**src/fwsr_pkg.sv**
```systemverilog
package fwsr_pkg;

    // clock and timing
    localparam int CLK_PERIOD_NS = 20;
    localparam int T_ACC_NS = 70;
    localparam int T_WP_NS = 35;
    localparam int T_GAP_NS = 40;
    localparam int SYNC_STAGES = 3;
    localparam int T_ACC_CYC = (T_ACC_NS + CLK_PERIOD_NS - 1) / CLK_PERIOD_NS;
    localparam int T_WP_CYC = (T_WP_NS + CLK_PERIOD_NS - 1) / CLK_PERIOD_NS;
    localparam int T_GAP_CYC = (T_GAP_NS + CLK_PERIOD_NS - 1) / CLK_PERIOD_NS;
    // sampling waits for the three-stage pipeline and the agree stage
    localparam int RD_WAIT_CYC = T_ACC_CYC + SYNC_STAGES + 1;

    // flash pins and data
    localparam int ADDR_W = 19;
    localparam int DQ_W = 8;
    localparam logic [DQ_W-1:0] RESET_CMD_DATA = 8'hF0;

    // status bit positions on the flash data lines
    localparam int DQ_POLL = 7;
    localparam int DQ_TOG = 6;
    localparam int DQ_TMO = 5;
    localparam int DQ_ESTART = 3;
    localparam int DQ_STOG = 2;

    // register offsets
    localparam logic [7:0] REG_CTRL = 8'h00;
    localparam logic [7:0] REG_ADDR = 8'h04;
    localparam logic [7:0] REG_STATUS = 8'h08;
    localparam logic [7:0] REG_DATA = 8'h0C;

    // control fields (write-only pulses)
    localparam int CTRL_START = 0;
    localparam int CTRL_RSTCMD = 1;
    localparam int CTRL_ABORT = 2;

    // status fields
    localparam int ST_BUSY = 0;
    localparam int ST_DONE = 1;
    localparam int ST_FAIL = 2;
    localparam int ST_SUSP = 3;
    localparam int ST_READY = 4;
    localparam int ST_ESTART = 5;
    localparam int ST_RSTSENT = 6;

    // reset values
    localparam logic [ADDR_W-1:0] ADDR_RESET = 19'h00000;

    // axi answers
    localparam logic [1:0] RESP_OKAY = 2'h0;
    localparam logic [1:0] RESP_SLVERR = 2'h2;

    typedef struct packed {
        logic ceN;
        logic oeN;
        logic weN;
        logic [ADDR_W-1:0] addr;
        logic [DQ_W-1:0] dqOut;
        logic dqOe;
    } fwsrPins_s;

endpackage : fwsr_pkg

```
**src/fwsr_cycle.sv**
```systemverilog
`timescale 1ns/10ps
module fwsr_cycle
    import fwsr_pkg::*;
(
    // clock and reset
    input wire logic clk,
    input wire logic rst,
    input wire logic ce,
    // cycle request
    input wire logic req,
    input wire logic wr,
    input wire logic [ADDR_W-1:0] addr,
    input wire logic [DQ_W-1:0] wdata,
    output logic idle,
    output logic done,
    output logic [DQ_W-1:0] rdata,
    // flash pins
    output fwsrPins_s pins,
    input wire logic [DQ_W-1:0] dqIn
);

    typedef enum logic [3:0] {
        C_IDLE = 4'h1,
        C_RD = 4'h2,
        C_WR = 4'h4,
        C_GAP = 4'h8
    } fwsrCyc_e;

    fwsrCyc_e state_q, state_d;
    logic [3:0] cnt_q, cnt_d;
    logic done_q, done_d;
    logic [DQ_W-1:0] rdata_q, rdata_d;
    fwsrPins_s pins_q, pins_d;
    logic [DQ_W-1:0] s1_q, s2_q, s3_q, stable_q, stable_d;

    // a level counts only once stages two and three agree
    always_comb begin
        stable_d = (s2_q == s3_q) ? s3_q : stable_q;
    end

    always_comb begin
        state_d = state_q;
        cnt_d = cnt_q;
        done_d = 1'b0;
        rdata_d = rdata_q;
        pins_d = pins_q;
        case (state_q)
            C_IDLE: begin
                if (req) begin
                    pins_d.addr = addr;
                    pins_d.ceN = 1'b0;
                    pins_d.dqOut = wdata;
                    cnt_d = 4'h0;
                    if (wr) begin
                        pins_d.weN = 1'b0;
                        pins_d.dqOe = 1'b1;
                        state_d = C_WR;
                    end else begin
                        pins_d.oeN = 1'b0;
                        state_d = C_RD;
                    end
                end
            end
            C_RD: begin
                cnt_d = cnt_q + 4'h1;
                if (cnt_q == 4'(RD_WAIT_CYC - 1)) begin
                    rdata_d = stable_q;
                    done_d = 1'b1;
                    // releasing both strobes ends one read cycle
                    pins_d.oeN = 1'b1;
                    pins_d.ceN = 1'b1;
                    cnt_d = 4'h0;
                    state_d = C_GAP;
                end
            end
            C_WR: begin
                cnt_d = cnt_q + 4'h1;
                if (cnt_q == 4'(T_WP_CYC - 1)) begin
                    done_d = 1'b1;
                    pins_d.weN = 1'b1;
                    pins_d.ceN = 1'b1;
                    cnt_d = 4'h0;
                    state_d = C_GAP;
                end
            end
            C_GAP: begin
                cnt_d = cnt_q + 4'h1;
                if (cnt_q == 4'(T_GAP_CYC - 1)) begin
                    pins_d.dqOe = 1'b0;
                    state_d = C_IDLE;
                end
            end
            default: begin
                state_d = C_IDLE;
            end
        endcase
    end

    always_ff @(posedge clk) begin
        if (rst) begin
            state_q <= C_IDLE;
            cnt_q <= 4'h0;
            done_q <= 1'b0;
            rdata_q <= 8'h00;
            pins_q <= '{ceN: 1'b1, oeN: 1'b1, weN: 1'b1, addr: ADDR_RESET, dqOut: 8'h00, dqOe: 1'b0};
            s1_q <= 8'h00;
            s2_q <= 8'h00;
            s3_q <= 8'h00;
            stable_q <= 8'h00;
        end else if (ce) begin
            state_q <= state_d;
            cnt_q <= cnt_d;
            done_q <= done_d;
            rdata_q <= rdata_d;
            pins_q <= pins_d;
            s1_q <= dqIn;
            s2_q <= s1_q;
            s3_q <= s2_q;
            stable_q <= stable_d;
        end
    end

    assign idle = (state_q == C_IDLE);
    assign done = done_q;
    assign rdata = rdata_q;
    assign pins = pins_q;

endmodule : fwsr_cycle

```
**src/fwsr_host.sv**
```systemverilog
// Implementation choices: the AXI4-Lite interface to the registers and the register offsets.
`timescale 1ns/10ps
// Function
// - after a failure the host writes the reset command.
// - on failure bit high the host checks the toggle bit again.
// - host combines sector toggle and toggle bit to spot erase suspend.
// - host reads at least twice and compares the toggle bit values.
// - toggling with failure bit high: recheck, still toggling means failed.
// - host returning to polling restarts the algorithm from its first step.
// - host reads status at a valid address inside the affected sector.
module fwsr_host
    import fwsr_pkg::*;
(
    // clock and reset
    input wire logic clk,
    input wire logic rst,
    input wire logic ce,
    // axi4-lite slave
    input wire logic [7:0] awaddr,
    input wire logic awvalid,
    output logic awready,
    input wire logic [31:0] wdata,
    input wire logic [3:0] wstrb,
    input wire logic wvalid,
    output logic wready,
    output logic [1:0] bresp,
    output logic bvalid,
    input wire logic bready,
    input wire logic [7:0] araddr,
    input wire logic arvalid,
    output logic arready,
    output logic [31:0] rdata,
    output logic [1:0] rresp,
    output logic rvalid,
    input wire logic rready,
    // flash pins
    output fwsrPins_s flashPins,
    input wire logic [DQ_W-1:0] dqIn,
    input wire logic readyBusyIn
);
    typedef enum logic [5:0] {P_IDLE = 6'h01, P_READ1 = 6'h02, P_READ2 = 6'h04, P_READ3 = 6'h08,
        P_READ4 = 6'h10, P_RSTCMD = 6'h20} fwsrPoll_e;
    function automatic logic regHit(input logic [7:0] a);
        regHit = (a == REG_CTRL) || (a == REG_ADDR) || (a == REG_STATUS) || (a == REG_DATA);
    endfunction : regHit
    // register bus state
    logic awHave_q, awHave_d, wHave_q, wHave_d, bvalid_q, bvalid_d, rvalid_q, rvalid_d;
    logic [7:0] awAddr_q, awAddr_d;
    logic [31:0] wData_q, wData_d, rdata_q, rdata_d;
    logic [3:0] wStrb_q, wStrb_d;
    logic [1:0] bresp_q, bresp_d, rresp_q, rresp_d;
    logic [ADDR_W-1:0] pollAddr_q, pollAddr_d;
    logic startCmd, rstCmd, abortCmd, doWrite, stClear;
    logic [31:0] statusWord;
    // poll state
    fwsrPoll_e state_q, state_d;
    logic [DQ_W-1:0] first_q, first_d, last_q, last_d;
    logic done_q, done_d, fail_q, fail_d, susp_q, susp_d, rstSent_q, rstSent_d;
    logic setDone, setFail, setRst, abortPend_q, abortPend_d;
    // ready/busy pin synchroniser
    logic rb1_q, rb2_q, rb3_q, rbLevel_q, rbLevel_d;
    // cycle engine link
    logic cycReq, cycWr, cycIdle, cycDone;
    logic [DQ_W-1:0] cycData;
    assign doWrite = awHave_q && wHave_q && !bvalid_q;
    assign startCmd = doWrite && (awAddr_q == REG_CTRL) && wStrb_q[0] && wData_q[CTRL_START];
    assign rstCmd = doWrite && (awAddr_q == REG_CTRL) && wStrb_q[0] && wData_q[CTRL_RSTCMD];
    assign abortCmd = doWrite && (awAddr_q == REG_CTRL) && wStrb_q[0] && wData_q[CTRL_ABORT];
    assign stClear = doWrite && (awAddr_q == REG_STATUS) && wStrb_q[0];
    always_comb begin
        statusWord = 32'h00000000;
        statusWord[ST_BUSY] = (state_q != P_IDLE);
        statusWord[ST_DONE] = done_q;
        statusWord[ST_FAIL] = fail_q;
        statusWord[ST_SUSP] = susp_q;
        statusWord[ST_READY] = rbLevel_q;
        statusWord[ST_ESTART] = last_q[DQ_ESTART];
        statusWord[ST_RSTSENT] = rstSent_q;
    end
    always_comb begin
        awHave_d = awHave_q;
        awAddr_d = awAddr_q;
        wHave_d = wHave_q;
        wData_d = wData_q;
        wStrb_d = wStrb_q;
        bvalid_d = bvalid_q;
        bresp_d = bresp_q;
        pollAddr_d = pollAddr_q;
        if (awvalid && awready) begin
            awHave_d = 1'b1;
            awAddr_d = awaddr;
        end
        if (wvalid && wready) begin
            wHave_d = 1'b1;
            wData_d = wdata;
            wStrb_d = wstrb;
        end
        if (bvalid_q && bready) begin
            bvalid_d = 1'b0;
        end
        if (doWrite) begin
            awHave_d = 1'b0;
            wHave_d = 1'b0;
            bvalid_d = 1'b1;
            bresp_d = regHit(awAddr_q) ? RESP_OKAY : RESP_SLVERR;
            if (awAddr_q == REG_ADDR) begin
                pollAddr_d[7:0] = wStrb_q[0] ? wData_q[7:0] : pollAddr_q[7:0];
                pollAddr_d[15:8] = wStrb_q[1] ? wData_q[15:8] : pollAddr_q[15:8];
                pollAddr_d[ADDR_W-1:16] = wStrb_q[2] ? wData_q[18:16] : pollAddr_q[ADDR_W-1:16];
            end
        end
    end
    always_comb begin
        rvalid_d = rvalid_q;
        rdata_d = rdata_q;
        rresp_d = rresp_q;
        if (rvalid_q && rready) begin
            rvalid_d = 1'b0;
        end
        if (arvalid && arready) begin
            rvalid_d = 1'b1;
            rresp_d = regHit(araddr) ? RESP_OKAY : RESP_SLVERR;
            case (araddr)
                REG_ADDR: rdata_d = {13'h0000, pollAddr_q};
                REG_STATUS: rdata_d = statusWord;
                REG_DATA: rdata_d = {24'h000000, last_q};
                default: rdata_d = 32'h00000000;
            endcase
        end
    end
    // toggle-bit polling walk
    always_comb begin
        state_d = state_q;
        first_d = first_q;
        last_d = last_q;
        setDone = 1'b0;
        setFail = 1'b0;
        setRst = 1'b0;
        susp_d = susp_q;
        cycReq = 1'b0;
        cycWr = 1'b0;
        if (cycDone) begin
            last_d = cycData;
        end
        case (state_q)
            P_IDLE: begin
                if (startCmd) begin
                    susp_d = 1'b0;
                    state_d = P_READ1;
                end else if (rstCmd) begin
                    state_d = P_RSTCMD;
                end
            end
            P_READ1, P_READ3: begin
                cycReq = cycIdle;
                if (cycDone) begin
                    first_d = cycData;
                    state_d = (state_q == P_READ1) ? P_READ2 : P_READ4;
                end
            end
            P_READ2: begin
                cycReq = cycIdle;
                if (cycDone) begin
                    if (cycData[DQ_TOG] == first_q[DQ_TOG]) begin
                        setDone = 1'b1;
                        // steady toggle but moving sector toggle means suspended
                        susp_d = (cycData[DQ_STOG] != first_q[DQ_STOG]);
                        state_d = P_IDLE;
                    end else if (cycData[DQ_TMO]) begin
                        state_d = P_READ3;
                    end else begin
                        state_d = P_READ1;
                    end
                end
            end
            P_READ4: begin
                cycReq = cycIdle;
                if (cycDone) begin
                    if (cycData[DQ_TOG] == first_q[DQ_TOG]) begin
                        setDone = 1'b1;
                        susp_d = 1'b0;
                        state_d = P_IDLE;
                    end else begin
                        setFail = 1'b1;
                        state_d = P_RSTCMD;
                    end
                end
            end
            P_RSTCMD: begin
                cycReq = cycIdle;
                cycWr = 1'b1;
                if (cycDone) begin
                    setRst = 1'b1;
                    state_d = P_IDLE;
                end
            end
            default: begin
                state_d = P_IDLE;
            end
        endcase
        // a held abort waits for an idle engine so no stale read feeds a later start
        if ((abortCmd || abortPend_q) && cycIdle && state_q != P_RSTCMD) begin
            state_d = P_IDLE;
            cycReq = 1'b0;
        end
    end
    // the hardware set wins over a software clear
    always_comb begin
        done_d = setDone | (done_q & ~(stClear & wData_q[ST_DONE]));
        fail_d = setFail | (fail_q & ~(stClear & wData_q[ST_FAIL]));
        rstSent_d = setRst | (rstSent_q & ~(stClear & wData_q[ST_RSTSENT]));
        abortPend_d = (abortCmd || abortPend_q) && !cycIdle && state_q != P_IDLE && state_q != P_RSTCMD;
        rbLevel_d = (rb2_q == rb3_q) ? rb3_q : rbLevel_q;
    end
    always_ff @(posedge clk) begin
        if (rst) begin
            awHave_q <= 1'b0;
            awAddr_q <= 8'h00;
            wHave_q <= 1'b0;
            wData_q <= 32'h00000000;
            wStrb_q <= 4'h0;
            bvalid_q <= 1'b0;
            bresp_q <= RESP_OKAY;
            rvalid_q <= 1'b0;
            rdata_q <= 32'h00000000;
            rresp_q <= RESP_OKAY;
            pollAddr_q <= ADDR_RESET;
            state_q <= P_IDLE;
            first_q <= 8'h00;
            last_q <= 8'h00;
            done_q <= 1'b0;
            fail_q <= 1'b0;
            susp_q <= 1'b0;
            rstSent_q <= 1'b0;
            abortPend_q <= 1'b0;
            rb1_q <= 1'b1;
            rb2_q <= 1'b1;
            rb3_q <= 1'b1;
            rbLevel_q <= 1'b1;
        end else if (ce) begin
            awHave_q <= awHave_d;
            awAddr_q <= awAddr_d;
            wHave_q <= wHave_d;
            wData_q <= wData_d;
            wStrb_q <= wStrb_d;
            bvalid_q <= bvalid_d;
            bresp_q <= bresp_d;
            rvalid_q <= rvalid_d;
            rdata_q <= rdata_d;
            rresp_q <= rresp_d;
            pollAddr_q <= pollAddr_d;
            state_q <= state_d;
            first_q <= first_d;
            last_q <= last_d;
            done_q <= done_d;
            fail_q <= fail_d;
            susp_q <= susp_d;
            rstSent_q <= rstSent_d;
            abortPend_q <= abortPend_d;
            rb1_q <= readyBusyIn;
            rb2_q <= rb1_q;
            rb3_q <= rb2_q;
            rbLevel_q <= rbLevel_d;
        end
    end
    fwsr_cycle u_cycle (.clk(clk), .rst(rst), .ce(ce), .req(cycReq), .wr(cycWr), .addr(pollAddr_q),
        .wdata(RESET_CMD_DATA), .idle(cycIdle), .done(cycDone), .rdata(cycData), .pins(flashPins), .dqIn(dqIn));
    assign awready = ce && !awHave_q;
    assign wready = ce && !wHave_q;
    assign bvalid = bvalid_q;
    assign bresp = bresp_q;
    assign arready = ce && !rvalid_q;
    assign rvalid = rvalid_q;
    assign rdata = rdata_q;
    assign rresp = rresp_q;

endmodule : fwsr_host

```
**config.mk**
```make
export PLATFORM = sky130hd
export DESIGN_NAME = fwsr_host
export DESIGN_NICKNAME = d
export VERILOG_FILES = /design/src/fwsr_pkg.sv /design/src/fwsr_cycle.sv /design/src/fwsr_host.sv
export SDC_FILE = /design/constraint.sdc
export NUM_CORES = 1
export LEC_CHECK = 0
export BUFFER_PORTS_ARGS = -buffer_cell sky130_fd_sc_hd__buf_2
export CORE_ASPECT_RATIO = 0.75
export CORE_MARGIN = 1.5
export CORE_UTILIZATION = 51
export DETAILED_ROUTE_END_ITERATION = 10
export PLACE_DENSITY = 0.76
export SLEW_MARGIN = 20
export SYNTH_ARGS = -nofsm -noshare
export SYNTH_HDL_FRONTEND = slang
export SYNTH_HIERARCHICAL = 1
export SYNTH_SLANG_ARGS = --single-unit
```
**constraint.sdc**
```tcl
create_clock -name clk -period 3.4 [get_ports clk]
set_input_delay 0.68 -clock clk [delete_from_list [all_inputs] [get_ports clk]]
set_output_delay 0.68 -clock clk [all_outputs]
set_load 0.1 [all_outputs]
```
== After elaboration in Yosys (flattened, before gate mapping) ==
Index checks and enable logic that the tools add are counted.

* Equality and inequality tests: 40
* Reduce and logical (&&, ||, !) cells: 74
* Bitwise gates (word level): 12
* Add/subtract/negate cells: 1
* Multiplexer cells: 64

{| class="wikitable"
|+ Operators by type and width
! kind !! count
|-
| $pmux 19 s3 || 1
|-
| $mux 6 || 8
|-
| $mux 4 || 9
|-
| $eq 8x4->1 const B || 4
|-
| $pmux 4 s4 || 2
|-
| $mux 1 || 31
|-
| $mux 31 || 1
|-
| $pmux 6 s5 || 1
|-
| $reduce_and 5->1 || 5
|-
| $logic_and 1x1->1 || 22
|-
| $reduce_and 2->1 || 11
|-
| $eq 8x3->1 const B || 2
|-
| $logic_not 8->1 || 2
|-
| $reduce_bool 2->1 || 7
|-
| $ne 2x2->1 const B || 6
|-
| $ne 3x2->1 const B || 4
|-
| $reduce_and 3->1 || 4
|-
| $reduce_and 4->1 || 3
|-
| $ne 2x1->1 const B || 5
|-
| $eq 4x1->1 const B || 2
|-
| $eq 4x3->1 const B || 2
|-
| $eq 8x8->1 || 1
|-
| $pmux 1 s2 || 4
|-
| $logic_or 1x1->1 || 7
|-
| other kinds (28) || 47
|}

* Output and inout bits: 72
* Bits of input ports: 69
* Word-level logic and storage cells: 230
* Flip-flop bits (word level): 192

== Logic depth before layout (Yosys ltp) ==
Gate-level depths: netlist (run 1).

* Word-level depth: 11
* Gate-level depth with buffers: 10

== Cells and area by module ==
The synthesis (run 1) kept the hierarchy.

{| class="wikitable"
|+ By module, submodules not included
! module !! cells each !! area each (um2) !! seq. area each (um2) !! instances
|-
| fwsr_host || 519 || 4302.9 || 1981.9 || 1
|-
| fwsr_cycle || 358 || 3240.6 || 1601.5 || 1
|}

== Worst setup path after synthesis (run 1) ==
No wires, ideal clock.

* Path kind: input to register
* From: input ce
* To: register wStrb_q[2]
* Path slack: 0.205 ns
* Library setup time: 0.070 ns
* Data required time: 3.330 ns
* Arrival: 3.125 ns
* Buffers on the path: 2
* Cell stages on the path: 7
* Path through: clkinv_1 -> nor2_1 -> and2_1 -> clkbuf_1 -> clkbuf_1 -> nand2_1 -> a21oi_1

* Longest elaborated chain between the ends: 3

{| class="wikitable"
|+ Ends and longest elaborated chain
! what !! line !! source
|-
| start, declared || fwsr_host.sv:17 || <nowiki>input wire logic ce,</nowiki>
|-
| $logic_and 1x1->1 || fwsr_host.sv:269 || <nowiki>assign wready = ce && !wHave_q;</nowiki>
|-
| net wready || fwsr_host.sv:25 || <nowiki>output logic wready,</nowiki>
|-
| $logic_and 1x1->1 || fwsr_host.sv:93 || <nowiki>if (wvalid && wready) begin</nowiki>
|-
| $reduce_and 2->1 (no source line) || - ||
|-
| end signal, assigned || fwsr_host.sv:245 || <nowiki>wStrb_q <= wStrb_d;</nowiki>
|-
| end, declared || fwsr_host.sv:50 || <nowiki>logic [3:0] wStrb_q, wStrb_d;</nowiki>
|}

The timed path passes the listed nets, and every way through them passes these cells.
A chain may end at the register's enable or synchronous reset.

== Worst setup path after layout (run 1) ==
* From: register awAddr_q[7]
* To: register u_cycle.state_q[0]

* Longest elaborated chain between the ends: 10

{| class="wikitable"
|+ Ends and longest elaborated chain
! what !! line !! source
|-
| start, declared || fwsr_host.sv:48 || <nowiki>logic [7:0] awAddr_q, awAddr_d;</nowiki>
|-
| start signal, assigned || fwsr_host.sv:242 || <nowiki>awAddr_q <= awAddr_d;</nowiki>
|-
| $logic_not 8->1 || fwsr_host.sv:68 || <nowiki>assign abortCmd = doWrite && (awAddr_q == REG_CTRL) && wStrb_q[0] && wData_q[CTRL_ABORT];</nowiki>
|-
| $logic_and 1x1->1 (3 in a row) || fwsr_host.sv:68 ||
|-
| $logic_or 1x1->1 || fwsr_host.sv:202 || <nowiki>if ((abortCmd || abortPend_q) && cycIdle && state_q != P_RSTCMD) begin</nowiki>
|-
| $logic_and 1x1->1 (2 in a row) || fwsr_host.sv:202 ||
|-
| $mux 1 || fwsr_host.sv:202 ||
|-
| net cycReq || fwsr_host.sv:63 || <nowiki>logic cycReq, cycWr, cycIdle, cycDone;</nowiki>
|-
| $ne 2x2->1 (no source line) || - ||
|-
| $reduce_and 5->1 (no source line) || - ||
|-
| end signal, assigned || fwsr_cycle.sv:111 || <nowiki>state_q <= state_d;</nowiki>
|-
| end, declared || fwsr_cycle.sv:29 || <nowiki>fwsrCyc_e state_q, state_d;</nowiki>
|}

The timed path passes the listed nets, and every way through them passes these cells.

==> flow_summary_export.csv, run 1 <==
group,metric,value,unit
drt,drt_first_pass_iters,6,
place,gp_congestion,0.940,
layout,nFillCells,1298,
cts,clkSinkCount,179,
power_and_ir_drop,vdd_drop_max,312,uV
floorplanning,dieArea,15500,sq um
sta,slew-limit-headroom,46.7,%
layout,syn_to_final_growth,17.5,%
cts,cts-root-buf,"clkbuf_16",
logic_synthesis,synth_seq_area_share,47.5,%
logic_synthesis,synthFlopType,"dfxtp_1",
drt,drc_errors,0,
setup_path,crit_fanout,6,
sta,hold_viol,0,
logic_synthesis,syn_area,7540,sq um
setup_path,path_class,"flip-flop to flip-flop",
place,portBuffers,111,
floorplanning,fp-row-count,38,
power_and_ir_drop,power.leakage,0.00350,uW
cts,cts_tree,"built",
cts,hold_buffers,0,
sta,skew,0.0134,ns
global_routing,grt_usage,23.3,%
global_routing,grt_pass1_vias,5578,
drt,wl,17.8,mm
layout,final_nets,1046,
cts,htreeDepth,4,
layout,stdcell_area,8860,sq um
power_and_ir_drop,p_sw_share,25.3,%
logic_synthesis,synth_edf_count,0,
logic_synthesis,ys_types,70,
setup_path,required,3.69,ns
setup_path,rrSetupSlack,0.66,ns
global_routing,overflow,0,
setup_path,crit_family,"compound AO/OA/AOI/OAI gates",
power_and_ir_drop,pwr-share-clk,44.3,%
logic_synthesis,postSynth.asyncResetShare,0,%
power_and_ir_drop,p_switching,1200,uW
power_and_ir_drop,pwr-share-seq,46.0,%
sta,timing.setup.tns,0,ns
layout,diodes,0,
floorplanning,initial_utilization,52.2,%
setup_path,start_kind,"flip-flop",
power_and_ir_drop,powerDensity,535,nW/um^2
floorplanning,pin_count,141,
setup_path,slowest_delay,0.59,ns
logic_synthesis,synth-seq-cells,179,
hold_path,hold_path.class,"flip-flop to flip-flop",
global_routing,grt_pass1_wl,28.6,mm
drt,vias,6400,
sta,fin_crit_sh,80.7,%
sta,slew_viol_final,0,
setup_path,cp.arrival,3.04,ns
power_and_ir_drop,p_int,3540,uW
floorplanning,core,14500,sq um
drt,avgViaCountPerCell,5.39,
sta,min_period,2.74,ns
status,status,"complete, no violations",
layout,drive_gt1_share,19.1,%
logic_synthesis,yosysWarnings,6,
place,dpl_cell_area,8220,sq um
sta,rsz0062_at_grt,"no",
drt,final_antenna_net_count,0,
drt,dr.first_iter.drc_count,533,
cts,numCtsBuffers,17,
cts,insertion_delay,0.42,ns
drt,wl_per_cell,15.0,microns
cts,cts_buffer_depth,2,
logic_synthesis,syn_inst,877,
floorplanning,die_width,143,microns
cts,ctsResizeCount,0,
setup_path,path_common_cell,"nor2_1",
cts,path_clk_slew,0.07,ns
global_routing,grt_max_degree,48,
place,dpl.hpwl,12.6,mm
setup_path,cp_num_buf_inv,1,
floorplanning,die_y,108,microns
logic_synthesis,syn_area_per_cell,8.60,sq um
setup_path,path_cells,"or4_4 > o41a_1 > nor2_1 > nor3_1 > buf_4 > o21ai_0 > a211oi_1 > nor2_1 > a32oi_1",
sta,worstMarginPinSlew,0.792,ns
run,drv_cap,0,
cts,post-cts-setup-buffer-count,0,
setup_path,slowest_stage,"or4_4",
global_routing,grt_antenna_before_repair,0,
power_and_ir_drop,power,4740,uW
sta,fmax,364,MHz
sta,final-setup-viol-count,0,
setup_path,crit_path_end_kind,"flip-flop",
power_and_ir_drop,comb_power_share,9.7,%
## through the flow
stage                     instances  utilization (%)  worst slack (ns)  hold slack, ns
final                          1188             61.3             0.655           0.452
after global routing           1188             61.3             0.401           0.478
after CTS                      1188             61.3             0.672           0.454
after detailed placement       1156             56.9             0.655           0.444
after global placement         1156             56.9             0.705           0.441
after floorplan                 898                -             0.205           0.431
## layer usage
layer	up-vias	wire length [microns]	GRT usage [%]	part of all wire, %
li1	3165	-	-	-
met1	3012	9020	36.0	51
met2	212	7620	33.3	43
met3	11	1080	4.34	6.1
met4	0	122	4.81	0.68
met5	-	0	0	0
## cells in the final DEF, fill, tap and decap left out, drive strengths merged, types with 8 or more instances in the layout
cell type / synthesis / final
nor3: 10 / 10
nor4: 8 / 8
a22oi: 21 / 21
nor2: 86 / 86
buf: 32 / 129
nand3: 21 / 21
nand2: 185 / 185
nand2b: 9 / 9
inv: 11 / 14
a21oi: 100 / 100
mux2i: 46 / 46
conb: 2 / 23
mux2: 8 / 8
dfxtp: 179 / 179
clkbuf: 39 / 18
xnor2: 12 / 12
o21ai: 9 / 9
nand3b: 10 / 10
## worst reg2reg max path, stage by stage (launching register included)
cell and delay, ns:
dfxtp_1 0.31, or4_4 0.59, o41a_1 0.53, nor2_1 0.18
nor3_1 0.08, buf_4 0.16, o21ai_0 0.33, a211oi_1 0.14
nor2_1 0.22, a32oi_1 0.09
## flip-flops by register name, indices dropped and copies added (netlist names), 2 cells and up
register,flops
u_cycle/s3_q,8
u_cycle/s1_q,8
first_q,2
u_cycle/pins,31
awAddr_q,8
wData_q,19
wStrb_q,3
rdata,19
pollAddr_q,19
u_cycle/stable_q,8
u_cycle/rdata,8
u_cycle/s2_q,8
u_cycle/cnt_q,4
u_cycle/state_q,4
last_q,8
state_q,6
## cell families (layout without fill, tap and decap cells)
logic type | Yosys count | after routing | synth area share (%)
flip-flops | 179 | 179 | 47.5
buffers and inverters | 83 | 173 | 5.92
AO/OA/AOI/OAI | 172 | 172 | 14.2
adder cells (fa/ha/maj) | 2 | 2 | 0.332
other | 2 | 23 | 0.0996
multiplexers | 54 | 54 | 7.35
AND/OR/NAND/NOR | 371 | 371 | 22.9
XOR/XNOR | 14 | 14 | 1.63
## synth_stat cells (all sizes together) (2+ instances only)
library cell    n  area (sq um)
o31ai           4          43.8
inv            11          41.3
nand2b          9          56.3
and3            4          30.0
ha              2          25.0
buf            32           255
nand3b         10          75.1
and2            3          18.8
nand4           5          31.3
o22ai           2          12.5
mux2i          46           460
a211o           2          17.5
o41ai           2          17.5
a21o            2          15.0
mux2            8          93.8
conb            2          7.51
nor3           10          55.1
xor2            2          17.5
a22o            7          61.3
or3             2          12.5
or4             3          26.3
or4b            5          57.6
a22oi          21           158
nor4            8          86.3
o21ai           9          48.8
a21oi         100           512
o21bai          2          15.0
dfxtp         179          3580
nor4b           5          43.8
o21a            3          22.5
a31oi           5          37.5
a311o           2          20.0
nand3          21           110
o211ai          2          15.0
a211oi          3          22.5
clkbuf         39           146
nor2b           7          43.8
nand2         185           694
nor2           86           323
o2bb2ai         2          17.5
xnor2          12           105
or2             4          25.0
## worst paths after layout
check | cells past startpoint | from | endpoint
worst max-delay path | 9 | awAddr_q[7]$_SDFFE_PP0P_ | u_cycle/state_q[0]$_SDFFE_PP1P_
worst max register to register | 9 | awAddr_q[7]$_SDFFE_PP0P_ | u_cycle/state_q[0]$_SDFFE_PP1P_
worst min-delay path | 2 | u_cycle/pins[7]$_SDFFE_PP0P_ | u_cycle/pins[7]$_SDFFE_PP0P_
worst min register to register | 2 | u_cycle/pins[7]$_SDFFE_PP0P_ | u_cycle/pins[7]$_SDFFE_PP0P_
## power by group through the flow
stage / clock network, uW / registers [uW] / logic, uW
3_5_place_dp: 0 / 2230 / 458
3_3_place_gp: 0 / 2230 / 455
2_1_floorplan: 0 / 2240 / 352
6_report: 2100 / 2180 / 461
4_1_cts: 2130 / 2180 / 458
5_1_grt: 2220 / 2190 / 497
## final cells by class
cell class | instances | area [sq um] | share of cell area [%]
Sequential cell | 179 | 3580 | 40.4
Inverter | 12 | 45.0 | 0.508
Timing Repair Buffer | 129 | 751 | 8.47
Multi-Input combinational cell | 636 | 3590 | 40.5
Clock inverter | 14 | 200 | 2.26
Clock buffer | 18 | 439 | 4.96
Tap cell | 200 | 250 | 2.82
No activity file was read; power rests on OpenSTA's default activity.
==> inputs of run 2 (changes only) <==
Settings changed: ABC_AREA set to 1.
Clock period 3.4 ns to 2.55 ns, I/O delays scaled along.
==> flow_summary_export.csv, run 2 <==
group,metric,value,unit
logic_synthesis,synth_seq_area_share,46.6,%
layout,nFillCells,1324,
power_and_ir_drop,powerDensity,946,nW/um^2
layout,final_cell_mix,"179 x dfxtp_1, 172 x nand2_1, 145 x nor2_1",
power_and_ir_drop,power.leakage,0.00406,uW
global_routing,overflow,0,
setup_path,path_cells,"nor2_1 > nand3_1 > inv_1 > nor2_1 > nand2_2 > inv_1 > nor2_1 > nand3b_1 > nand2_2 > inv_1 > nand3_2 > nor2_1 > nor2_1",
global_routing,grt_max_degree,45,
logic_synthesis,synth_top_area_cell,"dfxtp_1",
drt,drc_errors,0,
drt,dr.first_iter.drc_count,470,
cts,cts_buffer_depth,2,
sta,min_period,2.26,ns
setup_path,crit_fanout,7,
cts,hold_buffers,0,
layout,final_common_cell,"dfxtp_1",
floorplanning,die_y,109,microns
power_and_ir_drop,vdd_drop_max,648,uV
setup_path,required,2.86,ns
setup_path,path_class,"flip-flop to flip-flop",
sta,hold_viol,0,
floorplanning,pin_count,141,
place,gp_congestion,0.872,
drt,wl,18.0,mm
logic_synthesis,synth_top_area_share,46.6,%
layout,ff_latch_area,3580,sq um
layout,drive_gt1_share,17.5,%
setup_path,slowest_stage,"dfxtp_1",
logic_synthesis,synth-seq-cells,179,
floorplanning,dieArea,15800,sq um
logic_synthesis,syn_area_per_cell,7.37,sq um
sta,skew,0.0204,ns
logic_synthesis,ys_top_cells_by_area,"dfxtp_1 47%, nand2_1 8.4%, a21oi_1 8.0%, o21ai_0 7.4%, nor2_1 7.2%",
logic_synthesis,synthFlopType,"dfxtp_1",
setup_path,crit_path_end_kind,"flip-flop",
place,post-place-ws,0.355,ns
hold_path,min_from,"readyBusyIn",
run,drv_cap,0,
cts,cts-root-buf,"clkbuf_16",
setup_path,crit_path_start,"state_q[2]$_SDFFE_PP0P_",
place,portBuffers,111,
setup_path,slowest_delay,0.33,ns
drt,avgViaCountPerCell,5.07,
sta,setup_slack,0.286,ns
sta,final-setup-viol-count,0,
sta,rsz0062_at_grt,"no",
logic_synthesis,ys_types,41,
sta,hold_slack,0.297,ns
drt,vias,6919,
cts,htreeDepth,4,
layout,diodes,0,
floorplanning,die_width,145,microns
floorplanning,core,14600,sq um
sta,slew_viol_final,0,
cts,post-cts-setup-buffer-count,0,
cts,insertion_delay,0.43,ns
cts,numCtsBuffers,17,
status,status,"complete, no violations",
layout,final_nets,1223,
sta,fin_crit_sh,88.8,%
place,dpl.hpwl,12.5,mm
setup_path,cp.arrival,2.58,ns
cts,clkSinkCount,179,
setup_path,start_kind,"flip-flop",
setup_path,path_common_cell,"nor2_1",
sta,worstMarginPinSlew,0.706,ns
logic_synthesis,synth_edf_count,0,
hold_path,hold_path.class,"input port to flip-flop",
layout,largest_reg_flops,31,
power_and_ir_drop,power,8570,uW
floorplanning,initial_utilization,52.7,%
global_routing,grt_pass1_vias,6261,
drt,final_antenna_net_count,0,
drt,drt_first_pass_iters,5,
logic_synthesis,postSynth.asyncResetShare,0,%
logic_synthesis,syn_area,7690,sq um
logic_synthesis,synth_commonest_cells,"179 x dfxtp_1, 172 x nand2_1, 147 x nor2_1",
layout,syn_to_final_growth,17.8,%
logic_synthesis,yosysWarnings,6,
global_routing,grt_antenna_before_repair,1,
global_routing,grt_pass1_wl,29.2,mm
layout,final_core_util,62.1,%
floorplanning,fp-row-count,38,
sta,fmax,442,MHz
layout,multi_input_area,3400,sq um
sta,slew-limit-headroom,52.8,%
global_routing,grt_usage,23.3,%
sta,timing.setup.tns,0,ns
cts,ctsResizeCount,0,
logic_synthesis,yosysMostFrequentCell,"dfxtp_1",
setup_path,r2r_start,"state_q[2]$_SDFFE_PP0P_",
cts,cts_tree,"built",
cts,path_clk_slew,0.07,ns
logic_synthesis,syn_inst,1043,
drt,wl_per_cell,13.2,microns
[run 2: changes by cell type after synthesis, moves of 9 or more]
| cell | delta |
|---|---|
| mux2i_1 | -46 |
| nand2_1 | -13 |
| nand3_1 | +26 |
| xnor2_1 | -9 |
| inv_1 | +94 |
| o21ai_0 | +108 |
| nand2b_1 | -9 |
| a21oi_1 | +26 |
| a22oi_1 | -21 |
| nor2_1 | +61 |
| o21ai_1 | +21 |
| clkbuf_1 | -17 |
[run 2: report_power, final]
part | switching, uW | internal (uW) | total (uW)
clock network | 1260 | 1620 | 2880
registers | 168 | 3030 | 3200
logic | 1870 | 614 | 2490
total | 3300 | 5270 | 8570
[run 2: cell families after synthesis]
| logic type | share of synthesized area (%) |
|---|---|
| and+or+nand+nor | 24.3 |
| AOI/OAI and AO/OA | 17.8 |
| DFF | 46.6 |
| buffers and inverters | 10.4 |
| xor gates and xnor gates | 0.456 |
| adders and majority gates | 0.325 |
| other | 0.0976 |
[run 2: per-stage QoR]
stage                     cell area [sq um]  instances
after floorplan                        7780       1064
after global placement                 8400       1333
after detailed placement               8400       1333
after CTS                              9060       1365
after global routing                   9060       1365
final                                  9060       1365
[run 2: final timing paths]
kind	slack [ns]	end	cells past startpoint
worst min register to register	0.44	u_cycle/pins[22]$_SDFFE_PP0P_	2
worst min-delay path	0.30	rb1_q$_SDFFE_PP1P_	3
worst max register to register	0.29	u_cycle/state_q[2]$_SDFFE_PP0P_	13
worst max-delay path	0.29	u_cycle/state_q[2]$_SDFFE_PP0P_	13
[run 2: critical path, delay by kind of cell (launching register included)]
family	cells	cell delay, ns
buffers and inverters	3	0.38
flip-flops	1	0.33
AND/OR/NAND/NOR	10	1.46
[run 2: layer usage]
metal  GRT usage (%)  vias to the layer above  wire length (microns)
li1                -                     3560                      -
met1            32.1                     3140                   8630
met2            36.3                      196                   7960
met3            5.44                       21                   1080
met4            7.14                        2                    279
met5               0                        -                     16
[run 2: final cells by class]
class,instances,area share [%]
inverters,115,4.79
well taps,200,2.76
flip-flops and latches,179,39.6
clock inverters,15,2.61
multi-input cells,712,37.5
repair buffers,127,8.09
clock buffers,17,4.70
